`src/hdl/rps_regs.svh`:
```
/*
  register offsets, field positions, reset values and timing counts of the
  supply and reset supervisor.
  assumes a 200 MHz aclk and 32-bit AXI4-Lite words at byte addresses.
*/
`ifndef RPS_REGS_SVH
`define RPS_REGS_SVH

// clock and time figures, counts derived from them
`define RPS_CLK_PERIOD_NS 5
`define RPS_TICK_TIME_MS 1000
`define RPS_TICK_CYCLES ((`RPS_TICK_TIME_MS * 1000000) / `RPS_CLK_PERIOD_NS)
`define RPS_REC_TIME_MS 250
`define RPS_REC_CYCLES ((`RPS_REC_TIME_MS * 1000000) / `RPS_CLK_PERIOD_NS)
`define RPS_PB_DEBOUNCE_CYCLES 50000
`define RPS_PB_PULSE_CYCLES 50000
`define RPS_START_DELAY_S 2
`define RPS_BACKUP_PERIOD_S 10

// register byte offsets
`define RPS_OFF_TIME 8'h00
`define RPS_OFF_DATE 8'h04
`define RPS_OFF_ALARM1 8'h08
`define RPS_OFF_ALARM2 8'h0C
`define RPS_OFF_CONTROL 8'h10
`define RPS_OFF_STATUS 8'h14
`define RPS_OFF_AGING 8'h18
`define RPS_OFF_CORR 8'h1C

// control and status fields
`define RPS_CTRL_OSC_DIS_N 7
`define RPS_CTRL_OUT_SEL 2
`define RPS_CTRL_A2_EN 1
`define RPS_CTRL_A1_EN 0
`define RPS_CTRL_RESET 8'h04
`define RPS_STAT_A1_FLAG 0
`define RPS_STAT_A2_FLAG 1

// calendar load value: day 1, month 1, year 0, weekday 1, 00:00:00
`define RPS_INIT_DAY 5'h01
`define RPS_INIT_MONTH 4'h1
`define RPS_INIT_WDAY 3'h1

// axi responses
`define RPS_RESP_OKAY 2'h0
`define RPS_RESP_SLVERR 2'h2

`endif

```
`src/hdl/rps_pkg.sv`:
```
/*
  types of the supply and reset supervisor.
  assumes nothing beyond a SystemVerilog compiler.
*/
package rps_pkg;

  // pushbutton monitor states
  typedef enum logic [1:0] {
    PB_IDLE = 2'b00,
    PB_DEBOUNCE = 2'b01,
    PB_WAIT_RISE = 2'b10,
    PB_PULSE = 2'b11
  } rps_pb_e;

endpackage

```
`src/hdl/rps_supervisor.sv`:
```
/*
  supply selection, temperature-correction scheduling, oscillator gating,
  open-drain reset pin with power-fail hold-off and pushbutton debounce,
  calendar and alarm / square-wave output, registers over AXI4-Lite.
  assumes supply comparators, reset pin and serial-address strobe from
  outside; the address strobe is already on aclk.
*/
// The register offsets and the AXI4-Lite register port are this design's own decisions.
`include "rps_regs.svh"

module rps_supervisor
  import rps_pkg::*;
#(
  parameter int unsigned TICK_CYCLES = `RPS_TICK_CYCLES,
  parameter int unsigned REC_CYCLES = `RPS_REC_CYCLES,
  parameter int unsigned DEBOUNCE_CYCLES = `RPS_PB_DEBOUNCE_CYCLES,
  parameter int unsigned PULSE_CYCLES = `RPS_PB_PULSE_CYCLES,
  parameter logic signed [7:0] FACTORY_TRIM = 8'sh00
) (
  input wire logic aclk,
  input wire logic aresetn,
  input wire logic [7:0] s_axi_awaddr,
  input wire logic s_axi_awvalid,
  output logic s_axi_awready,
  input wire logic [31:0] s_axi_wdata,
  input wire logic [3:0] s_axi_wstrb,
  input wire logic s_axi_wvalid,
  output logic s_axi_wready,
  output logic [1:0] s_axi_bresp,
  output logic s_axi_bvalid,
  input wire logic s_axi_bready,
  input wire logic [7:0] s_axi_araddr,
  input wire logic s_axi_arvalid,
  output logic s_axi_arready,
  output logic [31:0] s_axi_rdata,
  output logic [1:0] s_axi_rresp,
  output logic s_axi_rvalid,
  input wire logic s_axi_rready,
  input wire logic primary_present,
  input wire logic primary_above_threshold,
  input wire logic primary_above_backup,
  input wire logic serial_address_valid,
  input wire logic reset_pin_in,
  output logic reset_pin_out,
  output logic reset_pin_oe,
  output logic alarm_irq_or_square_wave_out,
  output logic alarm_irq_or_square_wave_oe,
  output logic backup_selected,
  output logic oscillator_running,
  output logic conversion_start,
  output logic correction_apply,
  output logic signed [8:0] correction_value
);

  logic [3:0] sync1, sync2;
  logic pin_q;
  logic present_s, above_pf_s, above_bat_s, pin_s, primary_ok, ok_q;
  logic [31:0] pre, next_pre;
  logic [5:0] sec, next_sec, min, next_min;
  logic [4:0] hour, next_hour, date, next_date;
  logic pm, next_pm, mode12, next_mode12, century, next_century;
  logic [2:0] wday, next_wday;
  logic [3:0] month, next_month, per_cnt, next_per_cnt;
  logic [6:0] year, next_year;
  logic [21:0] alarm1, next_alarm1, alarm2, next_alarm2;
  logic [7:0] ctrl, next_ctrl, aging, next_aging;
  logic a1f, next_a1f, a2f, next_a2f, tick_q, next_tick_q;
  logic osc_started, next_osc_started, primary_seen, next_primary_seen;
  logic start_pend, next_start_pend;
  logic [1:0] start_cnt, next_start_cnt;
  logic tick, c_min, c_hour, c_day, c_mon, c_year, load_cal, start_evt, fire;
  logic wr_go, rd_go;
  logic [31:0] wr_word;
  logic [31:0] cur_time;
  rps_pb_e pb_state, next_pb_state;
  logic [31:0] pb_cnt, next_pb_cnt, rec_cnt, next_rec_cnt;
  logic pin_fall, pin_rise, pf_fail, hold;

  // two-flop synchronisers for pins and comparators
  always_ff @(posedge aclk) begin
    if (!aresetn) begin
      sync1 <= 4'h0;
      sync2 <= 4'h0;
      pin_q <= 1'b0;
      ok_q <= 1'b0;
    end else begin
      sync1 <= {reset_pin_in, primary_present, primary_above_threshold, primary_above_backup};
      sync2 <= sync1;
      pin_q <= sync2[3];
      ok_q <= primary_ok;
    end
  end

  assign pin_s = sync2[3];
  assign present_s = sync2[2];
  assign above_pf_s = sync2[1];
  assign above_bat_s = sync2[0];
  assign primary_ok = present_s && above_pf_s;
  assign cur_time = {9'h000, mode12, pm, hour, 2'h0, min, 2'h0, sec};

  // days in a month, binary year 0..99 with every fourth a leap year
  function automatic logic [4:0] month_days(input logic [3:0] m, input logic [6:0] y);
    if (m == 4'h2) begin
      return (y[1:0] == 2'h0) ? 5'h1D : 5'h1C;
    end else if (m == 4'h4 || m == 4'h6 || m == 4'h9 || m == 4'hB) begin
      return 5'h1E;
    end
    return 5'h1F;
  endfunction

  // register read view
  function automatic logic [31:0] reg_word(input logic [7:0] a);
    if (a == `RPS_OFF_TIME) begin
      return cur_time;
    end else if (a == `RPS_OFF_DATE) begin
      return {century, year, 4'h0, month, 3'h0, date, 5'h00, wday};
    end else if (a == `RPS_OFF_ALARM1) begin
      return {10'h000, alarm1};
    end else if (a == `RPS_OFF_ALARM2) begin
      return {10'h000, alarm2};
    end else if (a == `RPS_OFF_CONTROL) begin
      return {24'h000000, ctrl};
    end else if (a == `RPS_OFF_STATUS) begin
      return {27'h0000000, reset_pin_oe, backup_selected, oscillator_running, a2f, a1f};
    end else if (a == `RPS_OFF_AGING) begin
      return {24'h000000, aging};
    end else if (a == `RPS_OFF_CORR) begin
      return {{23{correction_value[8]}}, correction_value};
    end
    return 32'h00000000;
  endfunction

  function automatic logic addr_ok(input logic [7:0] a);
    return (a[1:0] == 2'h0) && (a <= `RPS_OFF_CORR);
  endfunction

  // byte-lane merge of a write into the current register contents
  always_comb begin
    wr_word = reg_word(s_axi_awaddr);
    for (int i = 0; i < 4; i++) begin
      if (s_axi_wstrb[i]) begin
        wr_word[8*i +: 8] = s_axi_wdata[8*i +: 8];
      end
    end
  end

  // next state of time base, calendar, alarms and control
  always_comb begin
    next_sec = sec;
    next_min = min;
    next_hour = hour;
    next_pm = pm;
    next_mode12 = mode12;
    next_wday = wday;
    next_date = date;
    next_month = month;
    next_year = year;
    next_century = century;
    next_alarm1 = alarm1;
    next_alarm2 = alarm2;
    next_ctrl = ctrl;
    next_aging = aging;
    next_start_pend = start_pend;
    next_start_cnt = start_cnt;
    next_per_cnt = per_cnt;
    fire = 1'b0;
    c_day = 1'b0;
    // the 1 Hz tick only runs while the oscillator does; pin activity never enters here
    tick = oscillator_running && (pre == TICK_CYCLES - 1);
    next_pre = oscillator_running ? (tick ? 32'h0 : pre + 32'h1) : pre;
    next_tick_q = tick;
    c_min = tick && (sec == 6'h3B);
    c_hour = c_min && (min == 6'h3B);
    if (tick) begin
      next_sec = c_min ? 6'h00 : sec + 6'h01;
    end
    if (c_min) begin
      next_min = c_hour ? 6'h00 : min + 6'h01;
    end
    // hour step in 24-hour or 12-hour form
    if (c_hour) begin
      if (!mode12) begin
        c_day = (hour == 5'h17);
        next_hour = c_day ? 5'h00 : hour + 5'h01;
      end else if (hour == 5'h0C) begin
        next_hour = 5'h01;
      end else if (hour == 5'h0B) begin
        next_hour = 5'h0C;
        next_pm = !pm;
        c_day = pm;
      end else begin
        next_hour = hour + 5'h01;
      end
    end
    c_mon = c_day && (date == month_days(month, year));
    c_year = c_mon && (month == 4'hC);
    if (c_day) begin
      next_wday = (wday == 3'h7) ? 3'h1 : wday + 3'h1;
      next_date = c_mon ? 5'h01 : date + 5'h01;
    end
    if (c_mon) begin
      next_month = c_year ? 4'h1 : month + 4'h1;
    end
    if (c_year) begin
      next_year = (year == 7'h63) ? 7'h00 : year + 7'h01;
      next_century = century ^ (year == 7'h63);
    end
    // software writes, decoded by address
    if (wr_go) begin
      if (s_axi_awaddr == `RPS_OFF_TIME) begin
        next_sec = wr_word[5:0];
        next_min = wr_word[13:8];
        next_hour = wr_word[20:16];
        next_pm = wr_word[21];
        next_mode12 = wr_word[22];
        next_pre = 32'h0; // writing the time restarts the second
      end else if (s_axi_awaddr == `RPS_OFF_DATE) begin
        next_wday = wr_word[2:0];
        next_date = wr_word[12:8];
        next_month = wr_word[19:16];
        next_year = wr_word[30:24];
        next_century = wr_word[31];
      end else if (s_axi_awaddr == `RPS_OFF_ALARM1) begin
        next_alarm1 = wr_word[21:0];
      end else if (s_axi_awaddr == `RPS_OFF_ALARM2) begin
        next_alarm2 = wr_word[21:0];
      end else if (s_axi_awaddr == `RPS_OFF_CONTROL) begin
        next_ctrl = wr_word[7:0];
      end else if (s_axi_awaddr == `RPS_OFF_AGING) begin
        next_aging = wr_word[7:0];
      end
    end
    // calendar load on first primary power-up or address while on backup
    load_cal = (primary_ok && !ok_q && !primary_seen) ||
               (serial_address_valid && backup_selected);
    next_primary_seen = primary_seen || primary_ok;
    if (load_cal) begin
      next_sec = 6'h00;
      next_min = 6'h00;
      next_hour = 5'h00;
      next_pm = 1'b0;
      next_mode12 = 1'b0;
      next_wday = `RPS_INIT_WDAY;
      next_date = `RPS_INIT_DAY;
      next_month = `RPS_INIT_MONTH;
      next_year = 7'h00;
      next_century = 1'b0;
    end
    // alarm flags: a match sets, a one written clears, the set wins
    next_a1f = (a1f && !(wr_go && s_axi_awaddr == `RPS_OFF_STATUS &&
               s_axi_wstrb[0] && s_axi_wdata[`RPS_STAT_A1_FLAG])) ||
               (tick_q && cur_time[21:0] == alarm1);
    next_a2f = (a2f && !(wr_go && s_axi_awaddr == `RPS_OFF_STATUS &&
               s_axi_wstrb[0] && s_axi_wdata[`RPS_STAT_A2_FLAG])) ||
               (tick_q && sec == 6'h00 && cur_time[21:8] == alarm2[21:8]);
    // oscillator gate: stays stopped until primary is good or addressed
    next_osc_started = osc_started || primary_ok || serial_address_valid;
    // startup conversion two ticks after primary or address arrives
    start_evt = (primary_ok && !ok_q) || serial_address_valid;
    if (start_evt) begin
      next_start_pend = 1'b1;
      next_start_cnt = 2'h0;
    end else if (start_pend && tick) begin
      if (start_cnt == 2'(`RPS_START_DELAY_S - 1)) begin
        next_start_pend = 1'b0;
        fire = 1'b1;
      end else begin
        next_start_cnt = start_cnt + 2'h1;
      end
    end
    // periodic conversion: every tick on primary, every tenth on backup
    if (tick) begin
      if (!backup_selected) begin
        next_per_cnt = 4'h0;
        fire = 1'b1;
      end else if (per_cnt == 4'(`RPS_BACKUP_PERIOD_S - 1)) begin
        next_per_cnt = 4'h0;
        fire = 1'b1;
      end else begin
        next_per_cnt = per_cnt + 4'h1;
      end
    end
  end

  // registers of time base, calendar, alarms and control
  always_ff @(posedge aclk) begin
    if (!aresetn) begin
      pre <= 32'h0;
      sec <= 6'h00;
      min <= 6'h00;
      hour <= 5'h00;
      pm <= 1'b0;
      mode12 <= 1'b0;
      wday <= `RPS_INIT_WDAY;
      date <= `RPS_INIT_DAY;
      month <= `RPS_INIT_MONTH;
      year <= 7'h00;
      century <= 1'b0;
      alarm1 <= 22'h000000;
      alarm2 <= 22'h000000;
      ctrl <= `RPS_CTRL_RESET;
      aging <= 8'h00;
      a1f <= 1'b0;
      a2f <= 1'b0;
      tick_q <= 1'b0;
      osc_started <= 1'b0;
      primary_seen <= 1'b0;
      start_pend <= 1'b0;
      start_cnt <= 2'h0;
      per_cnt <= 4'h0;
      oscillator_running <= 1'b0;
      backup_selected <= 1'b0;
      conversion_start <= 1'b0;
      correction_apply <= 1'b0;
      correction_value <= 9'sh000;
      alarm_irq_or_square_wave_out <= 1'b0;
      alarm_irq_or_square_wave_oe <= 1'b0;
    end else begin
      pre <= next_pre;
      sec <= next_sec;
      min <= next_min;
      hour <= next_hour;
      pm <= next_pm;
      mode12 <= next_mode12;
      wday <= next_wday;
      date <= next_date;
      month <= next_month;
      year <= next_year;
      century <= next_century;
      alarm1 <= next_alarm1;
      alarm2 <= next_alarm2;
      ctrl <= next_ctrl;
      aging <= next_aging;
      a1f <= next_a1f;
      a2f <= next_a2f;
      tick_q <= next_tick_q;
      osc_started <= next_osc_started;
      primary_seen <= next_primary_seen;
      start_pend <= next_start_pend;
      start_cnt <= next_start_cnt;
      per_cnt <= next_per_cnt;
      oscillator_running <= next_osc_started && !next_ctrl[`RPS_CTRL_OSC_DIS_N];
      backup_selected <= !(above_pf_s || above_bat_s);
      conversion_start <= fire;
      correction_apply <= fire;
      if (fire) begin
        correction_value <= 9'(FACTORY_TRIM) + 9'($signed(aging));
      end
      alarm_irq_or_square_wave_out <= 1'b0;
      alarm_irq_or_square_wave_oe <= ctrl[`RPS_CTRL_OUT_SEL] ?
        ((a1f && ctrl[`RPS_CTRL_A1_EN]) || (a2f && ctrl[`RPS_CTRL_A2_EN])) :
        (pre >= TICK_CYCLES / 2);
    end
  end

  // next state of reset pin: power-fail, recovery hold and pushbutton
  always_comb begin
    pin_fall = pin_q && !pin_s;
    pin_rise = !pin_q && pin_s;
    pf_fail = present_s && !above_pf_s;
    next_rec_cnt = rec_cnt;
    if (pf_fail) begin
      next_rec_cnt = REC_CYCLES;
    end else if (!oscillator_running) begin
      next_rec_cnt = 32'h0;
    end else if (rec_cnt != 32'h0) begin
      next_rec_cnt = rec_cnt - 32'h1;
    end
    hold = pf_fail || (rec_cnt != 32'h0);
    next_pb_state = pb_state;
    next_pb_cnt = pb_cnt;
    if (!present_s || hold) begin
      next_pb_state = PB_IDLE;
      next_pb_cnt = 32'h0;
    end else begin
      case (pb_state)
        PB_IDLE: begin
          if (pin_fall) begin
            next_pb_state = PB_DEBOUNCE;
            next_pb_cnt = DEBOUNCE_CYCLES - 1;
          end
        end
        PB_DEBOUNCE: begin
          if (pb_cnt == 32'h0) begin
            next_pb_state = PB_WAIT_RISE;
          end else begin
            next_pb_cnt = pb_cnt - 32'h1;
          end
        end
        PB_WAIT_RISE: begin
          if (pin_rise) begin
            next_pb_state = PB_PULSE;
            next_pb_cnt = PULSE_CYCLES - 1;
          end
        end
        default: begin
          if (pb_cnt == 32'h0) begin
            next_pb_state = PB_IDLE;
          end else begin
            next_pb_cnt = pb_cnt - 32'h1;
          end
        end
      endcase
    end
  end

  // registers of reset pin logic; without primary the pin stays low
  always_ff @(posedge aclk) begin
    if (!aresetn) begin
      rec_cnt <= 32'h0;
      pb_state <= PB_IDLE;
      pb_cnt <= 32'h0;
      reset_pin_out <= 1'b0;
      reset_pin_oe <= 1'b1;
    end else begin
      rec_cnt <= next_rec_cnt;
      pb_state <= next_pb_state;
      pb_cnt <= next_pb_cnt;
      reset_pin_out <= 1'b0;
      reset_pin_oe <= !present_s || hold || pb_state == PB_DEBOUNCE ||
                      pb_state == PB_PULSE;
    end
  end

  // axi4-lite slave, served in every supply state
  assign wr_go = s_axi_awvalid && s_axi_awready && s_axi_wvalid && s_axi_wready;
  assign rd_go = s_axi_arvalid && s_axi_arready;

  always_ff @(posedge aclk) begin
    if (!aresetn) begin
      s_axi_awready <= 1'b0;
      s_axi_wready <= 1'b0;
      s_axi_bvalid <= 1'b0;
      s_axi_bresp <= `RPS_RESP_OKAY;
      s_axi_arready <= 1'b0;
      s_axi_rvalid <= 1'b0;
      s_axi_rdata <= 32'h00000000;
      s_axi_rresp <= `RPS_RESP_OKAY;
    end else begin
      s_axi_awready <= s_axi_awvalid && s_axi_wvalid && !s_axi_awready && !s_axi_bvalid;
      s_axi_wready <= s_axi_awvalid && s_axi_wvalid && !s_axi_awready && !s_axi_bvalid;
      if (wr_go) begin
        s_axi_bvalid <= 1'b1;
        s_axi_bresp <= addr_ok(s_axi_awaddr) ? `RPS_RESP_OKAY : `RPS_RESP_SLVERR;
      end else if (s_axi_bready) begin
        s_axi_bvalid <= 1'b0;
      end
      s_axi_arready <= s_axi_arvalid && !s_axi_arready && !s_axi_rvalid;
      if (rd_go) begin
        s_axi_rvalid <= 1'b1;
        s_axi_rdata <= reg_word(s_axi_araddr);
        s_axi_rresp <= addr_ok(s_axi_araddr) ? `RPS_RESP_OKAY : `RPS_RESP_SLVERR;
      end else if (s_axi_rready) begin
        s_axi_rvalid <= 1'b0;
      end
    end
  end

  a_supply_select: assert property (@(posedge aclk) disable iff (!aresetn)
    (!above_pf_s && !above_bat_s) |=> backup_selected)
    else $error("backup not selected with primary low");
  a_power_fail_low: assert property (@(posedge aclk) disable iff (!aresetn)
    pf_fail |=> reset_pin_oe ##1 reset_pin_oe)
    else $error("reset pin released during power fail");
  a_no_primary_low: assert property (@(posedge aclk) disable iff (!aresetn)
    !present_s |=> reset_pin_oe && pb_state == PB_IDLE)
    else $error("reset pin not held low without primary");
  a_backup_conv_gap: assert property (@(posedge aclk) disable iff (!aresetn)
    (tick && backup_selected && per_cnt != 4'h9 && !start_pend) |=> !conversion_start)
    else $error("backup conversion before tenth tick");
  a_corr_value_sum: assert property (@(posedge aclk) disable iff (!aresetn)
    conversion_start |-> correction_apply &&
    correction_value == 9'(FACTORY_TRIM) + 9'($signed($past(aging))))
    else $error("correction value not trim plus aging");
  a_osc_disable_stop: assert property (@(posedge aclk) disable iff (!aresetn)
    (ctrl[`RPS_CTRL_OSC_DIS_N] && !oscillator_running) |=> $stable(sec) && $stable(pre))
    else $error("timekeeping advanced with oscillator stopped");
  a_rec_bypass: assert property (@(posedge aclk) disable iff (!aresetn)
    ($rose(primary_ok) && !oscillator_running && pb_state == PB_IDLE) |=> ##1 !reset_pin_oe)
    else $error("recovery hold not bypassed");
  a_rec_hold: assert property (@(posedge aclk) disable iff (!aresetn)
    ($fell(pf_fail) && present_s && oscillator_running && REC_CYCLES > 8) |=>
    reset_pin_oe [*8])
    else $error("reset pin released early after power fail");
  a_pb_debounce: assert property (@(posedge aclk) disable iff (!aresetn)
    (pb_state == PB_IDLE && pin_fall && !hold && present_s) |=>
    pb_state == PB_DEBOUNCE ##1 reset_pin_oe)
    else $error("falling edge did not start debounce");

endmodule

```
`config.mk`:
```
export PLATFORM = sky130hd
export DESIGN_NAME = rps_supervisor
export DESIGN_NICKNAME = d
export VERILOG_FILES = /design/src/hdl/rps_pkg.sv /design/src/hdl/rps_supervisor.sv
export VERILOG_INCLUDE_DIRS = /design/src /design/src/hdl
export SDC_FILE = /design/constraint.sdc
export NUM_CORES = 1
export LEC_CHECK = 0
export ABC_AREA = 1
export BUFFER_PORTS_ARGS = -buffer_cell sky130_fd_sc_hd__buf_4
export CORE_MARGIN = 2
export CORE_UTILIZATION = 30
export DETAILED_ROUTE_END_ITERATION = 6
export MAX_ROUTING_LAYER = met4
export PLACE_DENSITY = 0.52
export SETUP_SLACK_MARGIN = 0.4
export SLEW_MARGIN = 20
export SYNTH_ARGS = -nofsm -noshare
export SYNTH_HDL_FRONTEND = slang
export SYNTH_SLANG_ARGS = --single-unit
```
`constraint.sdc`:
```
create_clock -name aclk -period 2.4 [get_ports aclk]
set_input_delay 0 -clock aclk [delete_from_list [all_inputs] [get_ports aclk]]
set_output_delay 0 -clock aclk [all_outputs]
set_load 0.1 [all_outputs]
```
# [Yosys cells after proc, flatten, opt, wreduce, memory -nomap -nowiden]
# Index checks and enable logic that the tools add are counted.
[totals] regBits=272 input_bits=64 output_inout_bits=58 word_cells=339
[op_classes] n_addsub=12 order_cmp=3 n_eq_ne=43 n_mux=133 bitwise_logic=9 reduce_logical=94
[ops] operator="$mux 32" n=19
[ops] operator="$mux 8" n=11
[ops] operator="$mux 26" n=3
[ops] operator="$mux 5" n=15
[ops] operator="$eq 8x5->1 const B" n=8
[ops] operator="$pmux 32 s2" n=1
[ops] operator="$sub 32x1->32 const B" n=2
[ops] operator="$mux 1" n=49
[ops] operator="$mux 6" n=8
[ops] operator="$mux 22" n=2
[ops] operator="$mux 7" n=6
[ops] operator="$logic_and 1x1->1" n=36
[ops] operator="$add 32x1->32 const B" n=1
[ops] operator="$eq 32x28->1 const B" n=1
[ops] operator="$eq 8x4->1 const B" n=4
[ops] operator="$ge 32x27->1 const B" n=1
[ops] operator="$logic_not 32->1" n=1
[ops] operator="$reduce_bool 32->1" n=1
[ops] operator="$mux 4" n=7
[ops] operator="$eq 22x22->1" n=1
[ops] operator="$eq 4x4->1 const B" n=4
[ops] operator="$eq 8x3->1 const B" n=2
[ops] operator="$le 8x5->1 const B" n=2
[ops] operator="$logic_not 8->1" n=2
[ops] operator="other kinds (40)" n=107

# [Depth between registers and ports, before layout]
# Gate-level depths: netlist of the first run.
[logic_depth] word_depth=19 depth_mapped=15

# [Least setup slack after synthesis of the first run]
# No wires, ideal clock.
[synth_path] path_type="register to register" start="reg s_axi_arready" end="reg s_axi_rdata[24]" setup_ps=70 arrival_time_ps=2389 t_required_ps=2330 path_slack_ps=-59 stages_incl_launch_ff=7 period_less_slack_ps=2459 cell_sequence="dfxtp_1 nand2_1 nor3_2 clkinv_1 nor3_2 o21ai_0 a21oi_1"
[synth_between] elab_chain_len=1
[synth_rtl] element="start: declaration" line_no="rps_supervisor.sv:34" source="output logic s_axi_arready,"
[synth_rtl] element="start signal: assignment" line_no="rps_supervisor.sv:448" source="s_axi_arready <= s_axi_arvalid && !s_axi_arready && !s_axi_rvalid;"
[synth_rtl] element="$logic_and 1x1->1" line_no="rps_supervisor.sv:427" source="assign rd_go = s_axi_arvalid && s_axi_arready;"
[synth_rtl] element="end signal: assignment" line_no="rps_supervisor.sv:451" source="s_axi_rdata <= reg_word(s_axi_araddr);"
[synth_rtl] element="end: declaration" line_no="rps_supervisor.sv:35" source="output logic [31:0] s_axi_rdata,"
# No other way between the ends.
# A chain may end at the register's enable or synchronous reset.

# [Final worst setup path of the first run]
[layout_path] start="reg sec[1]" end="reg century"
[layout_between] elab_chain_len=10
[layout_rtl] element="start: declaration" line_no="rps_supervisor.sv:59" source="logic [5:0] sec, next_sec, min, next_min;"
[layout_rtl] element="start signal: assignment" line_no="rps_supervisor.sv:320" source="sec <= next_sec;"
[layout_rtl] element="$eq 6x6->1 (*)" line_no="rps_supervisor.sv:172" source="c_min = tick && (sec == 6'h3B);"
[layout_rtl] element="$logic_and 1x1->1 (*)" line_no="rps_supervisor.sv:172"
[layout_rtl] element="$logic_and 1x1->1 (*)" line_no="rps_supervisor.sv:173" source="c_hour = c_min && (min == 6'h3B);"
[layout_rtl] element="$mux 1 (*)" line_no="rps_supervisor.sv:181" source="if (c_hour) begin"
[layout_rtl] element="$logic_and 1x1->1 (*)" line_no="rps_supervisor.sv:195" source="c_mon = c_day && (date == month_days(month, year));"
[layout_rtl] element="$logic_and 1x1->1 (*)" line_no="rps_supervisor.sv:196" source="c_year = c_mon && (month == 4'hC);"
[layout_rtl] element="$mux 1 (*)" line_no="rps_supervisor.sv:204" source="if (c_year) begin"
[layout_rtl] element="$mux 1" line_no="rps_supervisor.sv:217" source="end else if (s_axi_awaddr == `RPS_OFF_DATE) begin"
[layout_rtl] element="$mux 1" line_no="rps_supervisor.sv:210" source="if (s_axi_awaddr == `RPS_OFF_TIME) begin"
[layout_rtl] element="$mux 1 (*)" line_no="rps_supervisor.sv:209" source="if (wr_go) begin"
[layout_rtl] element="end signal: assignment" line_no="rps_supervisor.sv:329" source="century <= next_century;"
[layout_rtl] element="end: declaration" line_no="rps_supervisor.sv:61" source="logic pm, next_pm, mode12, next_mode12, century, next_century;"
# Every way passes the cells marked *; elsewhere a longest branch is shown, timed or not.

==> results of run 1 <==
==> how the worst max path moves through the flow <==
stage / to / startpoint / slack (ns)
6_report: century$_SDFFE_PP0P_ / sec[1]$_SDFF_PP0_ / 0.23
5_1_grt: pb_cnt[27]$_SDFFE_PP0P_ / rec_cnt[2]$_SDFFE_PP0N_ / 0.11
4_1_cts: year[6]$_SDFFE_PP0P_ / hour[1]$_SDFF_PP0_ / 0.23
3_5_place_dp: correction_value[1]$_SDFFE_PN0P_ / pre[0]$_SDFF_PN0_ / 0.02
3_3_place_gp: year[1]$_SDFFE_PP0P_ / min[0]$_SDFF_PP0_ / 0.06
2_1_floorplan: alarm2[5]$_SDFFE_PN0P_ / s_axi_wready$_SDFF_PN0_ / 0.41
==> stage by stage <==
stage | hold WS (ns) | worst slack [ns] | util | power (mW)
5_1_grt | 0.0325 | 0.111 | 0.399 | 12.4
6_report | 0.0217 | 0.228 | 0.399 | 12.0
3_5_place_dp | 0.190 | 0.0194 | 0.342 | 6.20
4_1_cts | 0.0118 | 0.234 | 0.388 | 11.9
2_1_floorplan | 0.0976 | 0.410 | - | 5.81
3_3_place_gp | 0.188 | 0.0631 | 0.342 | 6.19
==> layer usage <==
metal | share of wire | vias up
met5 | 0 | -
met1 | 0.45 | 7490
li1 | - | 7936
met4 | 0.031 | 0
met3 | 0.054 | 107
met2 | 0.46 | 503
==> state kept, by name, summed over array words and instances, names as in the netlist, 6 cells and up <==
register and cells:
year 7, pre 32, correction_value 8, pb_cnt 32
s_axi_rdata 32, rec_cnt 32, ctrl 8, alarm2 22
alarm1 22, sec 6, aging 8, min 6
==> cell families after synthesis <==
kind of cell             synth area share
AND/OR/NAND/NOR                     0.279
AO/OA/AOI/OAI                       0.204
buffers and inverters               0.107
flip-flops                          0.356
XOR/XNOR                           0.0323
adder cells (fa/ha/maj)            0.0214
other                            0.000247
==> what timing repair did <==
item / in CTS / in global routing
resized for setup: 92 / 107
pin swaps: 39 / 43
buffers inserted: 31 / 22
gates cloned: 1 / 1
hold endpoints to repair: 111 / 0
endpoints found under the setup margin: 126 / 139
hold buffers: 55 / 0
==> cells in the mapped netlist (5+ instances only) <==
library cell	number
nand2_1	399
inv_1	299
dfxtp_1	270
a21oi_1	220
nor2_1	190
o21ai_0	183
nand3_1	119
nor3_1	56
clkbuf_1	41
nand4_1	36
xor2_1	34
buf_2	27
ha_1	26
o211ai_1	26
inv_2	23
nor2_2	22
o221ai_1	22
xnor2_1	22
a31oi_1	19
o21ai_1	19
nor4_1	16
o22ai_1	15
or2_2	14
nor2_4	13
buf_4	11
a211oi_1	7
nor3_2	7
o21bai_1	7
clkinv_1	6
nand2_2	6
nand3_2	6
a22oi_1	5
o2111ai_1	5
o21a_1	5
==> power by group through the flow <==
stage	Clock [mW]	Sequential [mW]	Combinational [mW]
floorplan	0	4.79	1.02
global placement	0	4.75	1.44
detailed placement	0	4.75	1.45
CTS	5.53	4.66	1.69
global route	5.68	4.68	2.09
finish	5.39	4.67	1.90
==> layout make-up <==
type | count | area [um2] | share of cell area
flip-flops and latches | 270 | 5450 | 0.273
clock inverters | 15 | 195 | 0.00977
repair buffers | 305 | 2540 | 0.127
repair inverters | 1 | 7.51 | 0.000376
multi-input cells | 1549 | 8740 | 0.437
inverters | 328 | 1250 | 0.0625
well taps | 672 | 841 | 0.0421
clock buffers | 46 | 958 | 0.0480
==> worst max-delay path: stages (launching register included) <==
cell     delay [ns]
dfxtp_1        0.35
ha_1           0.21
nand3_1        0.15
nor3_4         0.23
nand4_1        0.29
nor2_2         0.20
buf_6          0.15
buf_12         0.11
nand3_4        0.08
nand2_1        0.08
nand3_1        0.06
nand2_1        0.07
a21oi_1        0.05
==> flow_summary_export.csv, run 1 <==
group,metric,value,unit
hold_path,holdCritPathClass,"input pin to flip-flop",
pwr,switching_power,3.36,mW
pwr,pwr-share-clk,0.451,
layout,final_cells,3186,
cts,cts_root_buf,"clkbuf_16",
sta,finalHoldViolCount,0,
yosys,synth_cell_area,15200,um2
sta,setup_viol,0,
global_route,met1_usage,0.266,
pwr,power_leakage,8.40,nW
routing,postRouteWirelength,53.9,mm
critical_path,reg2reg_depth,12,
die,placement_rows,82,
layout,finish.net_count,2580,
layout,share_of_cells_above_drive_strength_1,0.216,
sta,min_period,2.17,ns
cts,cts.sinks,270,
routing,drt_drc_violations_left,0,
critical_path,r2r-end,"century$_SDFFE_PP0P_",
layout,final.fill_count,5322,
yosys,syn-instance-count,2226,
layout,final_cell_mix,"nand2_1 (384), inv_1 (281), dfxtp_1 (244)",
global_route,grt_use_total,0.207,
die,ioPinCount,122,
cts,cts_inserted_buffers,35,
critical_path,r2r_slack,0.23,ns
outcome,run_status,"finished clean",
yosys,synthDistinctLibCells,60,
global_route,grt_pass1_wl,84.4,mm
sta,fmax,460,MHz
global_route,antenna_found_initial,0,
cts,max-clock-path-buffers,3,
die,design.die.area,52500,um2
pwr,power.density,598,nW/um2
pwr,peakVddDrop,0.000433,V
layout,layout.cells.most_common,"nand2_1",
pwr,pwr-share-seq,0.390,
yosys,synthesis.yosys.warnings,0,
die,initial_utilization,0.303,
routing,avgViaCountPerCell,5.03,
die,core-area,50100,um2
critical_path,worstPathArrival,2.60,ns
global_route,grt_start_max_net_pins,67,
routing,dr_total_vias,16036,
pwr,power.internal,8.60,mW
die,die-width,229,um
die,floorplan.die.height,229,um
global_route,grt.met2_usage,0.330,
routing,wl_per_cell,16.9,um
critical_path,timing.critical_path.fanout_max,6,
cts,clock_latency,0.56,ns
sta,max_slew.worst_pin.slew,0.778,ns
hold_path,timing.hold.worst_path_depth,5,
critical_path,endpoint_kind,"flip-flop",
sta,slew_headroom,0.480,
sta,finalCritPeriodShare,0.905,
yosys,post_synthesis_async_set_or_reset_flop_share,0,
flow_run,maxCapViolCount,0,
placed_design,placedInstanceArea,17100,um2
cts,cts_tree,"yes",
critical_path,required,2.82,ns
placed_design,port-buffer-count,116,
sta,rsz0062_at_grt,"true",
sta,fin_worst_skew,0.0212,ns
cts,cts_htree_levels,2,
critical_path,rr_startpoint,"sec[1]$_SDFF_PP0_",
pwr,sw_frac_of_total,0.281,
hold_path,endpoint_of_the_worst_hold_path,"min[4]$_SDFF_PP0_",
routing,detail-route-antenna-nets,0,
yosys,number_of_flops_mapped_to_enable_cells_by_yosys,0,
yosys,ys.flop_type,"dfxtp_1",
sta,drv_slew,0,
routing,number_of_design_rule_violations_left_by_the_first_detailed_router_iteration,1130,
global_route,globalRoute.busiestLayer,"met2",
routing,number_of_detailed_route_iterations_in_the_first_pass,6,
layout,n_antenna_cell,0,
yosys,ys_seq_area_frac,0.356,
yosys,yosys.area.top_type_share,0.356,
critical_path,worst_setup_path_start_kind,"flip-flop",
yosys,synthTopCellsByArea,"dfxtp_1 (36%), nand2_1 (9.9%), inv_1 (7.4%)",
yosys,synthesis.area_per_instance,6.82,um2
yosys,yosys.area.top_type,"dfxtp_1",
critical_path,worstSetupPathType,"flip-flop to flip-flop",
cts,clkSlewWorstSetupHoldPaths,0.06,ns
hold_path,hp-start,"s_axi_wstrb[1]",
placed_design,post-place-cells,3015,
placed_design,hpwlAfterDp,39.9,mm
global_route,grt_use_met3,0.0264,
global_route,gr_ovfl_total,0,
pwr,combinationalPowerShare,0.159,
yosys,ys_ff_latch,270,
sta,setup-tns-final,0,ns
global_route,first_global_vias,15469,
layout,area_growth,31.5,%
layout,post-route-cell-area,20000,um2
placed_design,gp_congestion,0.941,
(Power assumes the default switching activity.)
==> run 2, diff against run 1 <==
Settings changed: CELL_PAD_IN_SITES_DETAIL_PLACEMENT from default to 0, CELL_PAD_IN_SITES_GLOBAL_PLACEMENT from default to 1, PLACE_DENSITY 0.52 to 0.65.
==> flow_summary_export.csv, run 2 (synthesis results as in run 1) <==
group,metric,value,unit
outcome,run_status,"finished clean",
critical_path,worstPathArrival,2.59,ns
placed_design,post-place-cells,3020,
pwr,power.internal,9.08,mW
cts,clkSlewWorstSetupHoldPaths,0.06,ns
critical_path,timing.critical_path.fanout_max,4,
placed_design,hpwlAfterDp,42.2,mm
routing,postRouteWirelength,57.6,mm
sta,fin_worst_skew,0.0203,ns
global_route,grt_pass1_wl,89.0,mm
pwr,switching_power,3.59,mW
die,floorplan.die.height,229,um
global_route,grt_start_max_net_pins,38,
layout,layout.cells.most_common,"nand2_1",
die,design.die.area,52500,um2
cts,clock_latency,0.56,ns
routing,wl_per_cell,17.8,um
critical_path,endpoint_kind,"flip-flop",
routing,avgViaCountPerCell,5.02,
sta,slew_headroom,0.518,
sta,drv_slew,0,
die,initial_utilization,0.303,
pwr,power.density,605,nW/um2
cts,cts_tree,"yes",
routing,number_of_design_rule_violations_left_by_the_first_detailed_router_iteration,1106,
sta,fmax,475,MHz
pwr,power_leakage,8.80,nW
sta,rsz0062_at_grt,"true",
cts,max-clock-path-buffers,3,
die,ioPinCount,122,
placed_design,gp_congestion,0.894,
layout,share_of_cells_above_drive_strength_1,0.255,
pwr,sw_frac_of_total,0.283,
pwr,combinationalPowerShare,0.182,
die,placement_rows,82,
sta,setup_viol,0,
critical_path,required,2.89,ns
cts,cts_htree_levels,2,
sta,max_slew.worst_pin.slew,0.716,ns
cts,cts_inserted_buffers,36,
critical_path,worstSetupPathType,"flip-flop to flip-flop",
routing,dr_total_vias,16259,
layout,post-route-cell-area,20900,um2
global_route,first_global_vias,15702,
critical_path,worst_setup_path_start_kind,"flip-flop",
die,die-width,229,um
global_route,antenna_found_initial,0,
placed_design,port-buffer-count,116,
routing,number_of_detailed_route_iterations_in_the_first_pass,5,
sta,finalHoldViolCount,0,
sta,hold_slack,0.0344,ns
sta,finalCritPeriodShare,0.878,
sta,setup-tns-final,0,ns
sta,min_period,2.11,ns
hold_path,holdCritPathClass,"input pin to flip-flop",
layout,area_growth,37.8,%
global_route,grt_use_total,0.220,
pwr,peakVddDrop,0.000418,V
routing,detail-route-antenna-nets,0,
cts,cts.sinks,270,
routing,drt_drc_violations_left,0,
pwr,pwr-share-seq,0.369,
global_route,gr_ovfl_total,0,
die,core-area,50100,um2
layout,finish.net_count,2632,
cts,cts_root_buf,"clkbuf_16",
pwr,pwr-share-clk,0.450,
flow_run,maxCapViolCount,0,
layout,final_cell_mix,"nand2_1 (373), inv_1 (273), buf_4 (254)",
placed_design,placedInstanceArea,17200,um2
layout,final_cells,3240,
layout,n_antenna_cell,0,
[run 2: through the flow]
stage | power [mW] | util | setup slack, ns
3_5_place_dp | 6.29 | 0.344 | 0.0670
5_1_grt | 13.2 | 0.418 | 0.140
6_report | 12.7 | 0.418 | 0.293
3_3_place_gp | 6.28 | 0.344 | 0.105
2_1_floorplan | 5.81 | - | 0.410
4_1_cts | 12.4 | 0.395 | 0.229
[run 2: worst paths after layout]
check | from | end | slack [ns] | cells after the start
setup / recovery | rec_cnt[0]$_SDFFE_PP0N_ | pb_cnt[27]$_SDFFE_PP0P_ | 0.29 | 13
hold / removal | s_axi_araddr[0] | s_axi_rdata[23]$_SDFFE_PN0P_ | 0.03 | 8
setup reg to reg | rec_cnt[0]$_SDFFE_PP0N_ | pb_cnt[27]$_SDFFE_PP0P_ | 0.29 | 13
hold reg to reg | sync2[0]$_SDFF_PN0_ | backup_selected$_SDFF_PN0_ | 0.41 | 1
[run 2: metal layers]
layer | global-route usage | part of all wire | vias up | wire [um]
met5 | - | 0 | - | 0
met2 | 0.369 | 0.48 | 370 | 27700
li1 | - | - | 8073 | -
met3 | 0.0301 | 0.044 | 100 | 2530
met4 | 0.0586 | 0.026 | 0 | 1480
met1 | 0.279 | 0.45 | 7716 | 26000
[run 2: cell type report]
type / instances / area, um2
clock inverter: 17 / 196
timing repair buffer: 355 / 3000
multi-input combinational: 1551 / 9140
sequential: 270 / 5460
inverter: 328 / 1260
tap: 672 / 841
fill: 5284 / 29100
clock buffer: 47 / 1030
[run 2: repair_timing]
action,in CTS,in global routing
setup endpoints to repair,110,133
resized for setup,110,208
hold endpoints to repair,119,1
pin swaps,40,85
gates cloned,2,2
hold buffers,61,1
buffers inserted,42,48
[run 2: power by group through the flow]
stage	logic, mW	clock network, mW	registers (mW)
after floorplan	1.02	0	4.79
after global placement	1.53	0	4.75
after detailed placement	1.54	0	4.75
after CTS	1.84	5.86	4.66
after global routing	2.51	6.01	4.68
final	2.30	5.69	4.67
[run 2: critical path: stages (launching register included)]
cell	delay [ns]
dfxtp_2	0.32
inv_2	0.07
ha_4	0.15
nand2_4	0.05
inv_2	0.04
nand4_1	0.14
nor3_2	0.17
nand4_1	0.20
nor3_2	0.21
inv_2	0.07
nor2_4	0.14
clkinvlp_4	0.18
buf_6	0.16
nor3b_2	0.13
